<file path="src/shared/eoc_pkg.sv">
// Purpose: constants and types for the external oscillator control block
// Assumes: 8-bit control register on a plain strobe port
// Notes: interrupt registers sit three and four offsets above the control register
package eoc_pkg;

	localparam int unsigned eoc_addr_w = 8;
	localparam int unsigned eoc_data_w = 8;

	// register offsets
	localparam logic [7:0] eoc_off_ctrl = 8'hb1;
	localparam logic [7:0] eoc_off_irq_stat = 8'hb4;
	localparam logic [7:0] eoc_off_irq_mask = 8'hb5;

	// control register fields
	localparam int unsigned eoc_valid_bit = 7;
	localparam int unsigned eoc_mode_lsb = 4;
	localparam int unsigned eoc_rsvd_bit = 3;
	localparam int unsigned eoc_bias_lsb = 0;

	// reset values
	localparam logic [7:0] eoc_ctrl_rst = 8'h00;
	localparam logic [2:0] eoc_mode_rst = 3'h0;
	localparam logic [2:0] eoc_bias_rst = 3'h0;
	localparam logic [1:0] eoc_irq_rst = 2'h0;

	// interrupt status bits
	localparam int unsigned eoc_irq_valid_rise = 0;
	localparam int unsigned eoc_irq_valid_fall = 1;

	// stability timing: settle time after a running indication
	localparam int unsigned eoc_clk_mhz = 100;
	localparam int unsigned eoc_settle_us = 1;
	localparam int unsigned eoc_settle_cycles = eoc_settle_us * eoc_clk_mhz;

	// mode codes
	typedef enum logic [2:0] {
		eoc_mode_off0 = 3'h0,
		eoc_mode_off1 = 3'h1,
		eoc_mode_cmos = 3'h2,
		eoc_mode_cmos_div2 = 3'h3,
		eoc_mode_rc = 3'h4,
		eoc_mode_cap = 3'h5,
		eoc_mode_xtal = 3'h6,
		eoc_mode_xtal_div2 = 3'h7
	} eoc_mode_t;

	// analog circuit controls
	typedef struct packed {
		logic enable;
		logic cmos_in;
		logic rc_mode;
		logic cap_mode;
		logic xtal_mode;
		logic div2;
		logic [2:0] bias;
	} eoc_analog_t;

	// register bus request
	typedef struct packed {
		logic wr;
		logic rd;
		logic [7:0] addr;
		logic [7:0] wdata;
	} eoc_bus_t;

endpackage

</file>
<file path="src/logic/eoc_sync.sv">
// Purpose: two-flop synchroniser for one level
// Assumes: input is asynchronous to ref_clk
// Notes: first stage is read only by the second
`timescale 1ns/100ps
module eoc_sync
	import eoc_pkg::*;
(
	// clock and reset
	input wire logic ref_clk,
	input wire logic resetn,
	// level
	input wire logic din,
	output logic dout
);

	logic stage1;
	logic next_stage1;
	logic next_dout;

	always_comb begin
		next_stage1 = resetn ? din : 1'b0;
		next_dout = resetn ? stage1 : 1'b0;
	end

	always_ff @(posedge ref_clk) begin
		stage1 <= next_stage1;
		dout <= next_dout;
	end

endmodule // eoc_sync

</file>
<file path="src/logic/eoc_settle.sv">
// Purpose: declares the oscillator stable after a run of running cycles
// Assumes: running input already synchronised
// Notes: any drop of running or enable restarts the count
`timescale 1ns/100ps
module eoc_settle
	import eoc_pkg::*;
#(
	parameter int unsigned settle_cycles = eoc_settle_cycles
)(
	// clock and reset
	input wire logic ref_clk,
	input wire logic resetn,
	// status
	input wire logic enable,
	input wire logic running,
	output logic stable
);

	localparam int unsigned cnt_w = $clog2(settle_cycles + 1);
	localparam logic [cnt_w-1:0] cnt_max = cnt_w'(settle_cycles);

	logic [cnt_w-1:0] count;
	logic [cnt_w-1:0] next_count;
	logic next_stable;

	always_comb begin
		next_count = count;
		next_stable = stable;
		if (!resetn || !enable || !running) begin
			next_count = '0;
			next_stable = 1'b0;
		end else if (count != cnt_max) begin
			next_count = count + cnt_w'(1);
		end else begin
			next_stable = 1'b1;
		end
	end

	always_ff @(posedge ref_clk) begin
		count <= next_count;
		stable <= next_stable;
	end

endmodule // eoc_settle

</file>
<file path="src/logic/eoc_top.sv">
// Purpose: external oscillator control register, mode decode, valid flag
// Assumes: analog oscillator reports a running level on osc_running
// Notes: valid rise and fall events feed a masked level interrupt
//
// Chosen here: the plain strobed port.
`timescale 1ns/100ps

//
// Contract
// RULE1: valid reads zero in both cmos modes
// RULE2: otherwise valid means running and stable
// RULE3: mode in bits 6:4; 00x disables oscillator
// RULE4: 010 cmos input, 011 cmos divided by two
// RULE5: 100 rc mode, 101 capacitor mode
// RULE6: 110 crystal, 111 crystal divided by two
// RULE7: bit 3 reads zero; software writes zero
// RULE8: bits 2:0 set the bias current code
// RULE9: valid bit unwritable; drops when disabled
module eoc_top
	import eoc_pkg::*;
#(
	parameter int unsigned settle_cycles = eoc_settle_cycles
)(
	// clock and reset
	input wire logic ref_clk,
	input wire logic resetn,
	// register port
	input wire logic [7:0] reg_addr,
	input wire logic [7:0] reg_wdata,
	input wire logic reg_wr,
	input wire logic reg_rd,
	output logic [7:0] reg_rdata,
	// analog oscillator
	input wire logic osc_running,
	output eoc_analog_t analog_ctrl,
	// interrupt
	output logic irq
);

	eoc_bus_t bus;
	eoc_mode_t ext_osc_mode_sel;
	logic [2:0] ext_osc_bias_code;
	logic [1:0] irq_stat;
	logic [1:0] irq_mask;
	logic ext_clock_valid_flag;
	logic valid_q;
	logic running_sync;
	logic stable;
	logic osc_enabled;
	logic cmos_mode;
	logic [7:0] ext_osc_ctrl_reg;

	eoc_mode_t next_mode;
	logic [2:0] next_bias;
	logic [1:0] next_irq_stat;
	logic [1:0] next_irq_mask;
	logic next_valid_q;
	logic [7:0] next_rdata;
	eoc_analog_t next_analog;
	logic [1:0] events;

	always_comb begin
		bus.wr = reg_wr;
		bus.rd = reg_rd;
		bus.addr = reg_addr;
		bus.wdata = reg_wdata;
	end

	// mode decode
	always_comb begin
		osc_enabled = ext_osc_mode_sel[2:1] != 2'h0; // RULE3
		cmos_mode = ext_osc_mode_sel == eoc_mode_cmos ||
			ext_osc_mode_sel == eoc_mode_cmos_div2; // RULE4
	end

	eoc_sync u_run_sync (
		.ref_clk(ref_clk),
		.resetn(resetn),
		.din(osc_running),
		.dout(running_sync)
	);

	// cmos input has no amplifier to watch, so it never settles here
	eoc_settle #(
		.settle_cycles(settle_cycles)
	) u_settle (
		.ref_clk(ref_clk),
		.resetn(resetn),
		.enable(osc_enabled && !cmos_mode),
		.running(running_sync),
		.stable(stable)
	);

	// combinational so a disabling write drops the flag at once
	always_comb begin
		ext_clock_valid_flag = stable && osc_enabled && // RULE2
			!cmos_mode; // RULE1 RULE9
		ext_osc_ctrl_reg = 8'h00;
		ext_osc_ctrl_reg[eoc_valid_bit] = ext_clock_valid_flag;
		ext_osc_ctrl_reg[eoc_mode_lsb +: 3] = ext_osc_mode_sel; // RULE3
		ext_osc_ctrl_reg[eoc_rsvd_bit] = 1'b0; // RULE7
		ext_osc_ctrl_reg[eoc_bias_lsb +: 3] = ext_osc_bias_code; // RULE8
	end

	// analog drive
	always_comb begin
		next_analog.enable = osc_enabled; // RULE3
		next_analog.cmos_in = cmos_mode; // RULE4
		next_analog.rc_mode = ext_osc_mode_sel == eoc_mode_rc; // RULE5
		next_analog.cap_mode = ext_osc_mode_sel == eoc_mode_cap; // RULE5
		next_analog.xtal_mode = ext_osc_mode_sel[2:1] == 2'h3; // RULE6
		next_analog.div2 = ext_osc_mode_sel == eoc_mode_cmos_div2 ||
			ext_osc_mode_sel == eoc_mode_xtal_div2; // RULE4 RULE6
		next_analog.bias = osc_enabled ? ext_osc_bias_code : 3'h0; // RULE8
		if (!resetn) begin
			next_analog = '0;
		end
	end

	// register writes; valid bit and bit 3 are dropped
	always_comb begin
		next_mode = ext_osc_mode_sel;
		next_bias = ext_osc_bias_code;
		next_irq_mask = irq_mask;
		next_valid_q = ext_clock_valid_flag;
		events = 2'h0;
		events[eoc_irq_valid_rise] = ext_clock_valid_flag && !valid_q;
		events[eoc_irq_valid_fall] = !ext_clock_valid_flag && valid_q;
		next_irq_stat = irq_stat;
		if (bus.wr && bus.addr == eoc_off_ctrl) begin
			next_mode = eoc_mode_t'(bus.wdata[eoc_mode_lsb +: 3]); // RULE3
			next_bias = bus.wdata[eoc_bias_lsb +: 3]; // RULE8
		end
		if (bus.wr && bus.addr == eoc_off_irq_mask) begin
			next_irq_mask = bus.wdata[1:0];
		end
		if (bus.wr && bus.addr == eoc_off_irq_stat) begin
			next_irq_stat = irq_stat & ~bus.wdata[1:0];
		end
		// set wins over a clear in the same cycle
		next_irq_stat = next_irq_stat | events;
		if (!resetn) begin
			next_mode = eoc_mode_t'(eoc_mode_rst);
			next_bias = eoc_bias_rst;
			next_irq_mask = eoc_irq_rst;
			next_irq_stat = eoc_irq_rst;
			next_valid_q = 1'b0;
		end
	end

	// read data, one cycle after the strobe, zero otherwise
	always_comb begin
		next_rdata = 8'h00;
		if (bus.rd) begin
			case (bus.addr)
				eoc_off_ctrl: next_rdata = ext_osc_ctrl_reg; // RULE7
				eoc_off_irq_stat: next_rdata = {6'h00, irq_stat};
				eoc_off_irq_mask: next_rdata = {6'h00, irq_mask};
				default: next_rdata = 8'h00;
			endcase
		end
		if (!resetn) begin
			next_rdata = 8'h00;
		end
	end

	always_ff @(posedge ref_clk) begin
		ext_osc_mode_sel <= next_mode;
		ext_osc_bias_code <= next_bias;
		irq_mask <= next_irq_mask;
		irq_stat <= next_irq_stat;
		valid_q <= next_valid_q;
		reg_rdata <= next_rdata;
		analog_ctrl <= next_analog;
	end

	assign irq = |(irq_stat & irq_mask);

endmodule // eoc_top

</file>
<file path="config.mk">
export PLATFORM = sky130hd
export DESIGN_NAME = eoc_top
export DESIGN_NICKNAME = d
export VERILOG_FILES = /design/src/shared/eoc_pkg.sv /design/src/logic/eoc_sync.sv /design/src/logic/eoc_settle.sv /design/src/logic/eoc_top.sv
export SDC_FILE = /design/constraint.sdc
export NUM_CORES = 1
export LEC_CHECK = 0
export BUFFER_PORTS_ARGS = -buffer_cell sky130_fd_sc_hd__buf_2
export CAP_MARGIN = 20
export CORE_AREA = 5 5 65 61
export CTS_BUF_LIST = sky130_fd_sc_hd__clkbuf_16
export DETAILED_ROUTE_END_ITERATION = 6
export DIE_AREA = 0 0 70 66
export PLACE_DENSITY = 0.79
export SETUP_SLACK_MARGIN = 0.4
export SLEW_MARGIN = 5
export SYNTH_ARGS = -nofsm -noshare
export SYNTH_HDL_FRONTEND = slang
export SYNTH_SLANG_ARGS = --single-unit
</file>
<file path="constraint.sdc">
create_clock -name ref_clk -period 1.3 [get_ports ref_clk]
set_input_delay 0.26 -clock ref_clk [delete_from_list [all_inputs] [get_ports ref_clk]]
set_output_delay 0.26 -clock ref_clk [all_outputs]
set_load 0.005 [all_outputs]
</file>
==> results of run 1 <==
cell type report:
type / instances / area (µm²) / area share (%)
timing repair buffer: 53 / 347 / 16.4
tap: 44 / 55.1 / 2.61
clock inverter: 3 / 13.8 / 0.652
multi-input combinational: 101 / 783 / 37.1
sequential: 37 / 771 / 36.5
clock buffer: 5 / 125 / 5.93
inverter: 3 / 16.3 / 0.771
critical path, cell delays in order (launching register included):
cell	delay, ns
dfxtp_4	0.37
inv_4	0.06
ha_4	0.12
nor4bb_4	0.29
buf_4	0.18
a21oi_2	0.04
nor2_1	0.09
per-layer routing:
metal | up-vias | GRT usage, %
li1 | 612 | -
met1 | 591 | 15.9
met2 | 17 | 26.2
met3 | 6 | 5.93
met4 | 0 | 5.74
met5 | - | 0
registers in the layout, summed over array words and instances (netlist names):
name	count
u_settle.stable	1
reg_rdata	7
u_run_sync.stage1	1
irq_stat	2
valid_q	1
analog_ctrl	9
u_settle.count	7
ext_osc_mode_sel	3
irq_mask	2
u_run_sync.dout	1
ext_osc_bias_code	3
Yosys cell counts:
cell and instances:
or4_1 1, xor2_1 3, o21a_1 1, and2_1 10, or3_1 3, ha_1 2
nand2_1 21, mux2_2 2, a22oi_1 2, conb_1 1, mux2i_1 8, clkbuf_1 3
nor2_1 7, nand3b_1 2, o22ai_1 1, nor3_1 7, nand2b_1 1, nor4bb_1 1
buf_4 1, buf_6 1, a22o_1 1, nand4b_1 1, nor2b_1 1, nand3_1 8
a21oi_1 6, inv_1 3, nor3b_1 1, and3_1 2, or3b_4 1, nand4bb_1 1
dfxtp_1 37, o21ai_0 5, nor4b_1 1
per-stage QoR:
step / cells / hold WS (ns) / total power, mW / util [%]
global route: 246 / 0.184 / 2.45 / 64.9
detailed placement: 230 / 0.423 / 1.24 / 53.6
finish: 246 / 0.181 / 2.37 / 64.9
CTS: 242 / 0.181 / 2.38 / 61.4
global placement: 230 / 0.416 / 1.24 / 53.6
floorplan: 146 / 0.387 / 1.19 / -
logic make-up (layout without fill, tap and decap cells):
group / count (synthesis) / in the layout
multiplexers: 10 / 10
XOR/XNOR: 3 / 3
AND/OR/NAND/NOR: 69 / 69
buffers and inverters: 8 / 64
flip-flops: 37 / 37
other: 1 / 1
AO/OA/AOI/OAI: 16 / 16
adder cells (fa/ha/maj): 2 / 2
where the power goes:
group | internal [mW] | switching (mW) | total [mW]
clock network | 0.695 | 0.442 | 1.14
registers | 1.13 | 0.00188 | 1.13
logic | 0.0548 | 0.0530 | 0.108
total | 1.87 | 0.497 | 2.37
what timing repair did:
action | CTS | global route
pin swaps | 11 | 10
gates resized for setup | 20 | 22
setup buffers | 4 | 4
endpoints found under the setup margin | 42 | 47
worst min path at each step:
stage                                  from                      endpoint  slack, ns
6_report                        osc_running  u_run_sync.stage1$_SDFF_PN0_       0.18
5_1_grt                         osc_running  u_run_sync.stage1$_SDFF_PN0_       0.18
4_1_cts                         osc_running  u_run_sync.stage1$_SDFF_PN0_       0.18
3_5_place_dp   u_run_sync.stage1$_SDFF_PN0_    u_run_sync.dout$_SDFF_PN0_       0.42
3_3_place_gp   u_run_sync.stage1$_SDFF_PN0_    u_run_sync.dout$_SDFF_PN0_       0.42
2_1_floorplan                   osc_running  u_run_sync.stage1$_SDFF_PN0_       0.39
==> results.tsv, run 1 <==
stage	metric	value	unit
synthesis	synth.area.mux_share	7.33	%
place	hpwl	2240	µm
detailed_routing	postRouteAntennaNets	0	
layout	layout-drive-gt1-share	48.5	%
synthesis	yosysTopAreaCellShare	53.0	%
power_and_ir_drop	ir_worst_vdd	0.995	mV
layout	layout_common_cells	buf_2 (31), dfxtp_1 (25), nand2_1 (20)	
sta	setup_violations	0	
place	placed_cell_area	1740	µm²
clock_tree	clk_pin_slew	0.05	ns
synthesis	synth_top_family_by_area	simple AND/OR/NAND/NOR gates	
min_path	hold_depth	2	
run_status	status	completed	
place	io_buffers	35	
power_and_ir_drop	power_density	1120	nW/µm²
sta	setup_slack	0.0826	ns
detailed_routing	first_iter_violations	56	
grt	grt_pass1_wl	5210	µm
detailed_routing	met1_length	1380	µm
layout	final_area	2110	µm²
detailed_routing	wl_met3	140	µm
detailed_routing	via_count	1226	
detailed_routing	wl_met2	1850	µm
place	place_congestion	0.859	
floorplanning	ios	39	
floorplanning	num_rows	20	
sta	skew	0.00298	ns
grt	antenna_found_initial	0	
worst_setup_path	worstPathArrival	1.43	ns
detailed_routing	totalWireLength	3410	µm
floorplanning	initial_core_util	43.0	%
sta	finalSetupTns	0	ns
clock_tree	clk-insertion-delay-late	0.28	ns
synthesis	netlist_instances	146	
layout	fin_nets	224	
synthesis	syn-num-nets	169	
worst_setup_path	path_class	flop to flop	
min_path	hold_path.class	input port to flop	
sta	timing.fmax	821	MHz
synthesis	synth_adder_area_share	1.79	%
worst_setup_path	path_max_fanout	4	
worst_setup_path	reg2reg_from	u_settle.count[1]$_SDFFE_PP0P_	
floorplanning	die_h	66	µm
clock_tree	numCtsBuffers	5	
place	pre_cts_slack	-0.256	ns
sta	drv_slew	0	
synthesis	yosys_warnings	0	
clock_tree	cts_htree_levels	2	
grt	grt_usage	14.8	%
worst_setup_path	worstSetupEndpointType	flop	
grt	grt_pass1_vias	1163	
worst_setup_path	ff2ff_setup_slack	0.08	ns
sta	final-hold-violation-count	0	
clock_tree	clockBufferDepth	2	
sta	post-route-min-period	1.22	ns
layout	nFillCells	258	
grt	grt-ovfl-total	0	
synthesis	synth_compound_gate_area_share	6.62	%
synthesis	syn_avg_cell_area	9.58	µm²
clock_tree	clock_sinks	37	
floorplanning	dieArea	4620	µm²
synthesis	ys_ff_latch	37	
worst_setup_path	crit_path_end	u_settle.count[2]$_SDFFE_PP0P_	
clock_tree	cts_tree	yes	
worst_setup_path	reg2reg_depth	6	
clock_tree	clock-root-buffer	clkbuf_16	
power_and_ir_drop	p_leak	0.951	nW
detailed_routing	top_layer	met4	
synthesis	yosys.area.top_type	dfxtp_1	
worst_setup_path	cp-start-kind	flop	
synthesis	seq_area_frac_synth	53.0	%
sta	rsz0062_at_grt	true	
detailed_routing	first_pass_iters	3	
synthesis	synth_area_leaders	dfxtp_1 (53%), mux2i_1 (5.7%), nand2_1 (5.6%)	
grt	grt_max_degree	21	
synthesis	ys_types	33	
layout	n_antenna_cell	0	
floorplanning	core-area	3250	µm²
worst_setup_path	required	1.51	ns
layout	synthToLayoutAreaGrowth	50.9	%
synthesis	synth_xor_xnor_area_share	1.88	%
clock_tree	hold_buffers	0	
sta	fin_crit_sh	93.6	%
detailed_routing	wl_per_cell	13.9	µm
synthesis	synth-simple-area-share	26.2	%
detailed_routing	vias_per_cell	4.98	
layout	final_common_cell	buf_2	
synthesis	syn_area	1400	µm²
worst_setup_path	reg2reg_to	u_settle.count[2]$_SDFFE_PP0P_	
run	cap_viol_max_count	0	
worst_setup_path	critical_path.startpoint	u_settle.count[1]$_SDFFE_PP0P_	
floorplanning	chipWidth	70	µm
detailed_routing	drc_errors	0	
Note: power is estimated with default switching activity, not from simulation.
==> run 2, diff against run 1 <==
Settings changed: ABC_AREA set to 1, CORE_AREA 5 5 65 61 to 5 5 66 62, DIE_AREA 0 0 70 66 to 0 0 71 67, PLACE_DENSITY 0.79 to 0.78.
==> run 2 against run 1 <==
Against the previous run:
- power decreased by 0.10%
- cell area increased by 2.4%
- via count increased by 11%
- die area increased by 3.0%
- fmax increased by 2.1%
- clock-buffer cell count unchanged
- clock skew increased by 0.0014 ns
- register-to-register slack improved by 0.05 ns
- worst setup slack improved by 0.025 ns
- sequential power about the same
- cell count increased by 15%
- critical path type is now flop to primary output
==> results.tsv, run 2 <==
stage	metric	value	unit	change
detailed_routing	totalWireLength	3710	µm	+8.7%
worst_setup_path	reg2reg_to	u_settle.count[4]$_SDFFE_PP0P_		
worst_setup_path	path_class	flop to primary output		
clock_tree	hold_buffers	0		unchanged
worst_setup_path	worstSetupEndpointType	primary output		
sta	finalSetupTns	0	ns	unchanged
run_status	status	completed		
detailed_routing	postRouteAntennaNets	0		unchanged
synthesis	yosys_warnings	0		unchanged
clock_tree	clock_sinks	37		unchanged
synthesis	syn-num-nets	207		+22%
power_and_ir_drop	p_seq_share	47.9	%	+0.4 points
worst_setup_path	required	1.04	ns	-0.47 ns
sta	final-hold-violation-count	0		unchanged
place	io_buffers	35		unchanged
detailed_routing	drc_errors	0		unchanged
floorplanning	chipWidth	71	µm	+1.4%
layout	final_area	2160	µm²	+2.4%
min_path	hold_path.class	input port to flop		
sta	rsz0062_at_grt	true		
sta	skew	0.00436	ns	+0.00138 ns
grt	antenna_found_initial	0		unchanged
layout	layout-drive-gt1-share	46.3	%	-2.3 points
floorplanning	dieArea	4760	µm²	+3.0%
detailed_routing	via_count	1363		+11%
run	cap_viol_max_count	0		unchanged
layout	fin_nets	262		+17%
synthesis	synth_commonest_cells	dfxtp_1 (37), nor2_1 (36), nand2_1 (34), inv_1 (24), nand3_1 (9)		
worst_setup_path	cp-start-kind	flop		
grt	grt_pass1_vias	1237		+6.4%
layout	top_regs	analog_ctrl: 9 flops, reg_rdata: 7 flops, u_settle.count: 7 flops		
floorplanning	initial_core_util	43.3	%	+0.26 points
power_and_ir_drop	power_density	1100	nW/µm²	-2.5%
worst_setup_path	crit_path_end	irq		
power_and_ir_drop	pwr-share-comb	4.4	%	about the same
synthesis	ys_ff_latch	37		unchanged
worst_setup_path	reg2reg_from	u_settle.count[1]$_SDFFE_PP0P_		
layout	n_antenna_cell	0		unchanged
detailed_routing	first_pass_iters	4		+1
place	hpwl	1960	µm	-12%
synthesis	ys_types	28		-15%
place	placed_cell_area	1700	µm²	-2.6%
grt	grt_max_degree	13		-38%
power_and_ir_drop	clockPowerShare	47.8	%	about the same
detailed_routing	first_iter_violations	72		+29%
synthesis	yosysTopAreaCellShare	51.8	%	-1.1 points
floorplanning	core-area	3300	µm²	+1.5%
grt	grt_usage	14.6	%	-0.23 points
layout	final_common_cell	buf_2		
power_and_ir_drop	p_leak	1.01	nW	+6.0%
synthesis	yosys.area.top_type	dfxtp_1		
place	place_congestion	0.781		-9.1%
clock_tree	cts_htree_levels	2		unchanged
clock_tree	clockBufferDepth	2		unchanged
power_and_ir_drop	switching_share	21.1	%	+0.17 points
synthesis	syn_avg_cell_area	7.77	µm²	-19%
clock_tree	clk_pin_slew	0.05	ns	about the same
floorplanning	num_rows	20		unchanged
synthesis	synthFlopType	dfxtp_1		
synthesis	seq_area_frac_synth	51.8	%	-1.1 points
worst_setup_path	worstPathArrival	0.93	ns	-0.50 ns
sta	timing.fmax	839	MHz	+2.1%
synthesis	synth_edf_count	0		unchanged
power_and_ir_drop	p_int	1.87	mW	-0.31%
synthesis	synth-async-reset-ratio	0	%	unchanged
power_and_ir_drop	p_sw	500	µW	+0.70%
worst_setup_path	ff2ff_setup_slack	0.13	ns	+0.05 ns
sta	setup_violations	0		unchanged
floorplanning	ios	39		unchanged
power_and_ir_drop	ir_worst_vdd	0.606	mV	-39%
synthesis	synth_area_leaders	dfxtp_1 (52%), nor2_1 (9.5%), nand2_1 (8.9%)		
layout	largest_register	analog_ctrl		
clock_tree	cts_tree	yes		
layout	layout_common_cells	buf_2 (34), nor2_1 (29), nand2_1 (27), dfxtp_1 (27), inv_1 (18)		
clock_tree	clock-root-buffer	clkbuf_16		
layout	synthToLayoutAreaGrowth	51.3	%	
synthesis	yosysMostFrequentCell	dfxtp_1		
grt	grt-ovfl-total	0		unchanged
worst_setup_path	critical_path.startpoint	irq_mask[1]$_SDFFE_PN0P_		
sta	drv_slew	0		unchanged
sta	post-route-min-period	1.19	ns	-0.0253 ns
layout	largest_register_ffs	9		unchanged
detailed_routing	vias_per_cell	4.80		-3.7%
detailed_routing	wl_per_cell	13.1	µm	-5.9%
min_path	hold_depth	3		+1
clock_tree	clk-insertion-delay-late	0.28	ns	about the same
worst_setup_path	path_max_fanout	2		-2
synthesis	netlist_instances	184		+26%
worst_setup_path	reg2reg_depth	7		+1
floorplanning	die_h	67	µm	+1.5%
synthesis	syn_area	1430	µm²	+2.1%
grt	grt_pass1_wl	5380	µm	+3.2%
clock_tree	numCtsBuffers	5		unchanged
sta	fin_crit_sh	91.7	%	-1.9 points
run 2: changes by cell type in the layout (fill, tap and decap cells not counted), moves of 5 or more:
cell,previous run,this run
nor2_1,4,29
inv_1,2,18
and2_1,10,0
mux2i_1,8,0
nand2_1,20,27
inv_2,0,6
nand2_4,0,6
buf_4,15,10
run 2: power by group through the flow:
stage | registers (mW) | logic, mW | clock network [mW]
final | 1.13 | 0.103 | 1.13
after CTS | 1.14 | 0.0801 | 1.14
after detailed placement | 1.16 | 0.0783 | 0
after global placement | 1.16 | 0.0777 | 0
after floorplan | 1.16 | 0.0363 | 0
after global routing | 1.13 | 0.111 | 1.21
run 2: how the worst min path moves through the flow:
stage,startpoint,slack (ns),to
2_1_floorplan,osc_running,0.36,u_run_sync.stage1$_SDFF_PN0_
3_3_place_gp,u_run_sync.stage1$_SDFF_PN0_,0.40,u_run_sync.dout$_SDFF_PN0_
3_5_place_dp,u_run_sync.stage1$_SDFF_PN0_,0.41,u_run_sync.dout$_SDFF_PN0_
4_1_cts,osc_running,0.17,u_run_sync.stage1$_SDFF_PN0_
5_1_grt,osc_running,0.19,u_run_sync.stage1$_SDFF_PN0_
6_report,osc_running,0.17,u_run_sync.stage1$_SDFF_PN0_
run 2: logic make-up after synthesis:
| kind of cell | share of synthesized area (%) |
|---|---|
| DFF | 51.8 |
| buffers and inverters | 8.67 |
| adders and majority gates | 1.75 |
| xor gates and xnor gates | 1.84 |
| AOI/OAI and AO/OA | 5.34 |
| and+or+nand+nor | 30.3 |
| other | 0.262 |
run 2: metrics by stage:
| stage | util (%) | instances | hold WS [ns] | setup WS (ns) | power [mW] |
|---|---|---|---|---|---|
| after global placement | 51.4 | 261 | 0.395 | 0.0931 | 1.24 |
| after CTS | 60.7 | 278 | 0.171 | 0.102 | 2.36 |
| after floorplan | - | 184 | 0.358 | 0.204 | 1.20 |
| after detailed placement | 51.4 | 261 | 0.406 | 0.0687 | 1.24 |
| final | 65.5 | 284 | 0.175 | 0.108 | 2.37 |
| after global routing | 65.5 | 284 | 0.187 | 0.0634 | 2.46 |
run 2: metal layers:
metal  GRT usage, %  share of wire (%)  vias up
met5              0                  0        -
met4           5.40                1.2        0
met3           4.98                5.8        5
met2           26.2                 53       49
met1           15.9                 40      627
li1               -                  -      682
run 2: repair_timing:
action / in CTS / in global routing
setup buffers: 9 / 5
gates resized for setup: 26 / 29
cloned: 0 / 1
endpoints found under the setup margin: 32 / 39
pin swaps: 12 / 18
endpoints found under the hold margin: 0 / 0
run 2: area by class of cell:
type	count	area, µm²
Multi-Input combinational cell	118	774
Fill cell	240	1140
Clock buffer	5	125
Clock inverter	3	13.8
Timing Repair Buffer	50	322
Inverter	27	111
Sequential cell	37	761
Tap cell	44	55.1
run 2: worst max-delay path, stage by stage, from the launching register on:
cell	delay, ns
dfxtp_1	0.31
a22o_1	0.23
buf_2	0.12
==> run 3, diff against run 2 <==
Settings changed: CORE_AREA 5 5 66 62 to 2 2 63 59, DIE_AREA 0 0 71 67 to 0 0 65 61.
==> run 3 against run 2 <==
Against the previous run:
- flip-flop and latch count did not move
- non-clock buffer count did not move
- power fell by 0.40%
- global-route usage rose by 4.5 points
- first-iteration DRC count rose by 74%
- cell area rose by 1.1%
- via count rose by 7.0%
- clock power barely moved
- hold slack got worse by 0.0057 ns
- sequential power barely moved
- clock-buffer cell count did not move
- largest cell class unchanged
==> results.tsv, run 3 (synthesis results as in run 2) <==
stage	metric	value	unit	change
run_status	status	completed		
grt	grt_pass1_wl	5550	µm	+3.3%
worst_setup_path	reg2reg_depth	6		-1
place	place_congestion	0.833		+6.6%
clock_tree	clock_sinks	37		unchanged
floorplanning	initial_core_util	43.6	%	+0.33 points
layout	largest_register_ffs	9		unchanged
worst_setup_path	path_max_fanout	4		+2
worst_setup_path	reg2reg_to	u_settle.count[6]$_SDFFE_PP0P_		
worst_setup_path	critical_path.startpoint	u_settle.count[0]$_SDFFE_PP0P_		
clock_tree	cts_htree_levels	2		unchanged
floorplanning	core-area	3280	µm²	-0.76%
sta	fin_crit_sh	96.3	%	+4.6 points
grt	use_met1	20.1	%	+4.2 points
sta	final-hold-violation-count	0		unchanged
detailed_routing	wl_per_cell	15.5	µm	+19%
worst_setup_path	reg2reg_from	u_settle.count[0]$_SDFFE_PP0P_		
worst_setup_path	required	1.51	ns	+0.47 ns
sta	skew	0.00451	ns	+0.000152 ns
detailed_routing	first_pass_iters	4		unchanged
worst_setup_path	cp-start-kind	flop		
sta	post-route-min-period	1.25	ns	+0.0596 ns
layout	largest_register	analog_ctrl		
sta	setup_violations	0		unchanged
floorplanning	num_rows	20		unchanged
grt	grt_pass1_vias	1287		+4.0%
worst_setup_path	crit_path_end	u_settle.count[6]$_SDFFE_PP0P_		
worst_setup_path	worstSetupEndpointType	flop		
layout	layout_common_cells	buf_2 (34), nor2_1 (29), dfxtp_1 (26)		
layout	top_regs	analog_ctrl: 9 flops, reg_rdata: 7 flops, u_settle.count: 7 flops		
floorplanning	die_h	61	µm	-9.0%
grt	use_met3	3.71	%	-1.3 points
sta	rsz0062_at_grt	true		
grt	grt_max_degree	14		+1
power_and_ir_drop	ir_worst_vdd	0.707	mV	+17%
run	cap_viol_max_count	0		unchanged
detailed_routing	vias_per_cell	5.13		+7.0%
grt	grt_usage	19.0	%	+4.5 points
layout	synthToLayoutAreaGrowth	53.0	%	
clock_tree	clock-root-buffer	clkbuf_16		
floorplanning	ios	39		unchanged
grt	busiest_layer	met2		
power_and_ir_drop	power_density	1080	nW/µm²	-1.5%
worst_setup_path	ff2ff_setup_slack	0.05	ns	-0.08 ns
sta	holdWs	0.169	ns	-0.00573 ns
place	io_buffers	35		unchanged
clock_tree	hold_buffers	0		unchanged
detailed_routing	drc_errors	0		unchanged
worst_setup_path	worstPathArrival	1.46	ns	+0.53 ns
clock_tree	clk_pin_slew	0.05	ns	about the same
sta	finalSetupTns	0	ns	unchanged
layout	final_area	2190	µm²	+1.1%
layout	nFillCells	226		-5.8%
detailed_routing	postRouteAntennaNets	0		unchanged
grt	met2_usage	35.6	%	+9.5 points
sta	drv_slew	0		unchanged
sta	setup_slack	0.0483	ns	-0.0596 ns
grt	antenna_found_initial	0		unchanged
layout	fin_util	66.7	%	+1.2 points
power_and_ir_drop	p_leak	1.00	nW	-0.80%
clock_tree	clk-insertion-delay-late	0.28	ns	about the same
place	pre_cts_slack	0.0691	ns	+0.000410 ns
min_path	hold_path.class	input port to flop		
detailed_routing	totalWireLength	4420	µm	+19%
worst_setup_path	path_class	flop to flop		
clock_tree	cts_tree	yes		
detailed_routing	via_count	1458		+7.0%
layout	final_common_cell	buf_2		
layout	fin_nets	263		+0.38%
clock_tree	clockBufferDepth	2		unchanged
sta	timing.fmax	799	MHz	-4.8%
floorplanning	chipWidth	65	µm	-8.5%
layout	n_antenna_cell	0		unchanged
clock_tree	numCtsBuffers	5		unchanged
detailed_routing	first_iter_violations	125		+74%
place	hpwl	1970	µm	+0.54%
place	placed_cell_area	1700	µm²	unchanged
layout	layout-drive-gt1-share	49.2	%	+2.9 points
grt	grt-ovfl-total	0		unchanged
floorplanning	dieArea	3970	µm²	-17%
## run 3: worst min-delay path by stage
| stage | start | endpoint | slack (ns) | depth (start not counted) |
|---|---|---|---|---|
| 2_1_floorplan | osc_running | u_run_sync.stage1$_SDFF_PN0_ | 0.36 | 2 |
| 6_report | osc_running | u_run_sync.stage1$_SDFF_PN0_ | 0.17 | 3 |
| 3_5_place_dp | u_run_sync.stage1$_SDFF_PN0_ | u_run_sync.dout$_SDFF_PN0_ | 0.40 | 2 |
| 4_1_cts | osc_running | u_run_sync.stage1$_SDFF_PN0_ | 0.18 | 3 |
| 3_3_place_gp | u_run_sync.stage1$_SDFF_PN0_ | u_run_sync.dout$_SDFF_PN0_ | 0.39 | 2 |
| 5_1_grt | osc_running | u_run_sync.stage1$_SDFF_PN0_ | 0.18 | 3 |
## run 3: metal layers
| metal | wire length [µm] | share of wire, % |
|---|---|---|
| met1 | 1660 | 38 |
| met2 | 2300 | 52 |
| met4 | 207 | 4.7 |
| met5 | 0 | 0 |
| met3 | 252 | 5.7 |
## run 3: cell type report
class / instances / area, µm² / area share, %
multi-input cells: 119 / 801 / 36.6
flip-flops and latches: 37 / 764 / 35.0
repair buffers: 50 / 317 / 14.5
clock buffers: 5 / 125 / 5.72
inverters: 27 / 116 / 5.32
well taps: 44 / 55.1 / 2.52
clock inverters: 2 / 7.51 / 0.343
## run 3: worst max-delay path, stage by stage (launching register included)
cell and delay (ns):
dfxtp_4 0.38, ha_4 0.14, nand2_2 0.06, nor2_2 0.12
nand3_1 0.10, or2_0 0.22, a21oi_1 0.15
## run 3: metrics by stage
| stage | std cells | power, mW |
|---|---|---|
| final | 284 | 2.36 |
| after CTS | 278 | 2.30 |
| after detailed placement | 261 | 1.24 |
| after global routing | 284 | 2.41 |
| after floorplan | 184 | 1.20 |
| after global placement | 261 | 1.24 |
## run 3: where the power goes
part	internal [mW]	switching, mW
combinational	0.0416	0.0680
clock	0.685	0.433
sequential	1.13	0.00170
## run 3: what timing repair did
item,4_1_cts,5_1_grt
pin swaps,11,14
setup endpoints to repair,32,41
gates resized for setup,26,41
buffers inserted,10,4
gates cloned,0,2
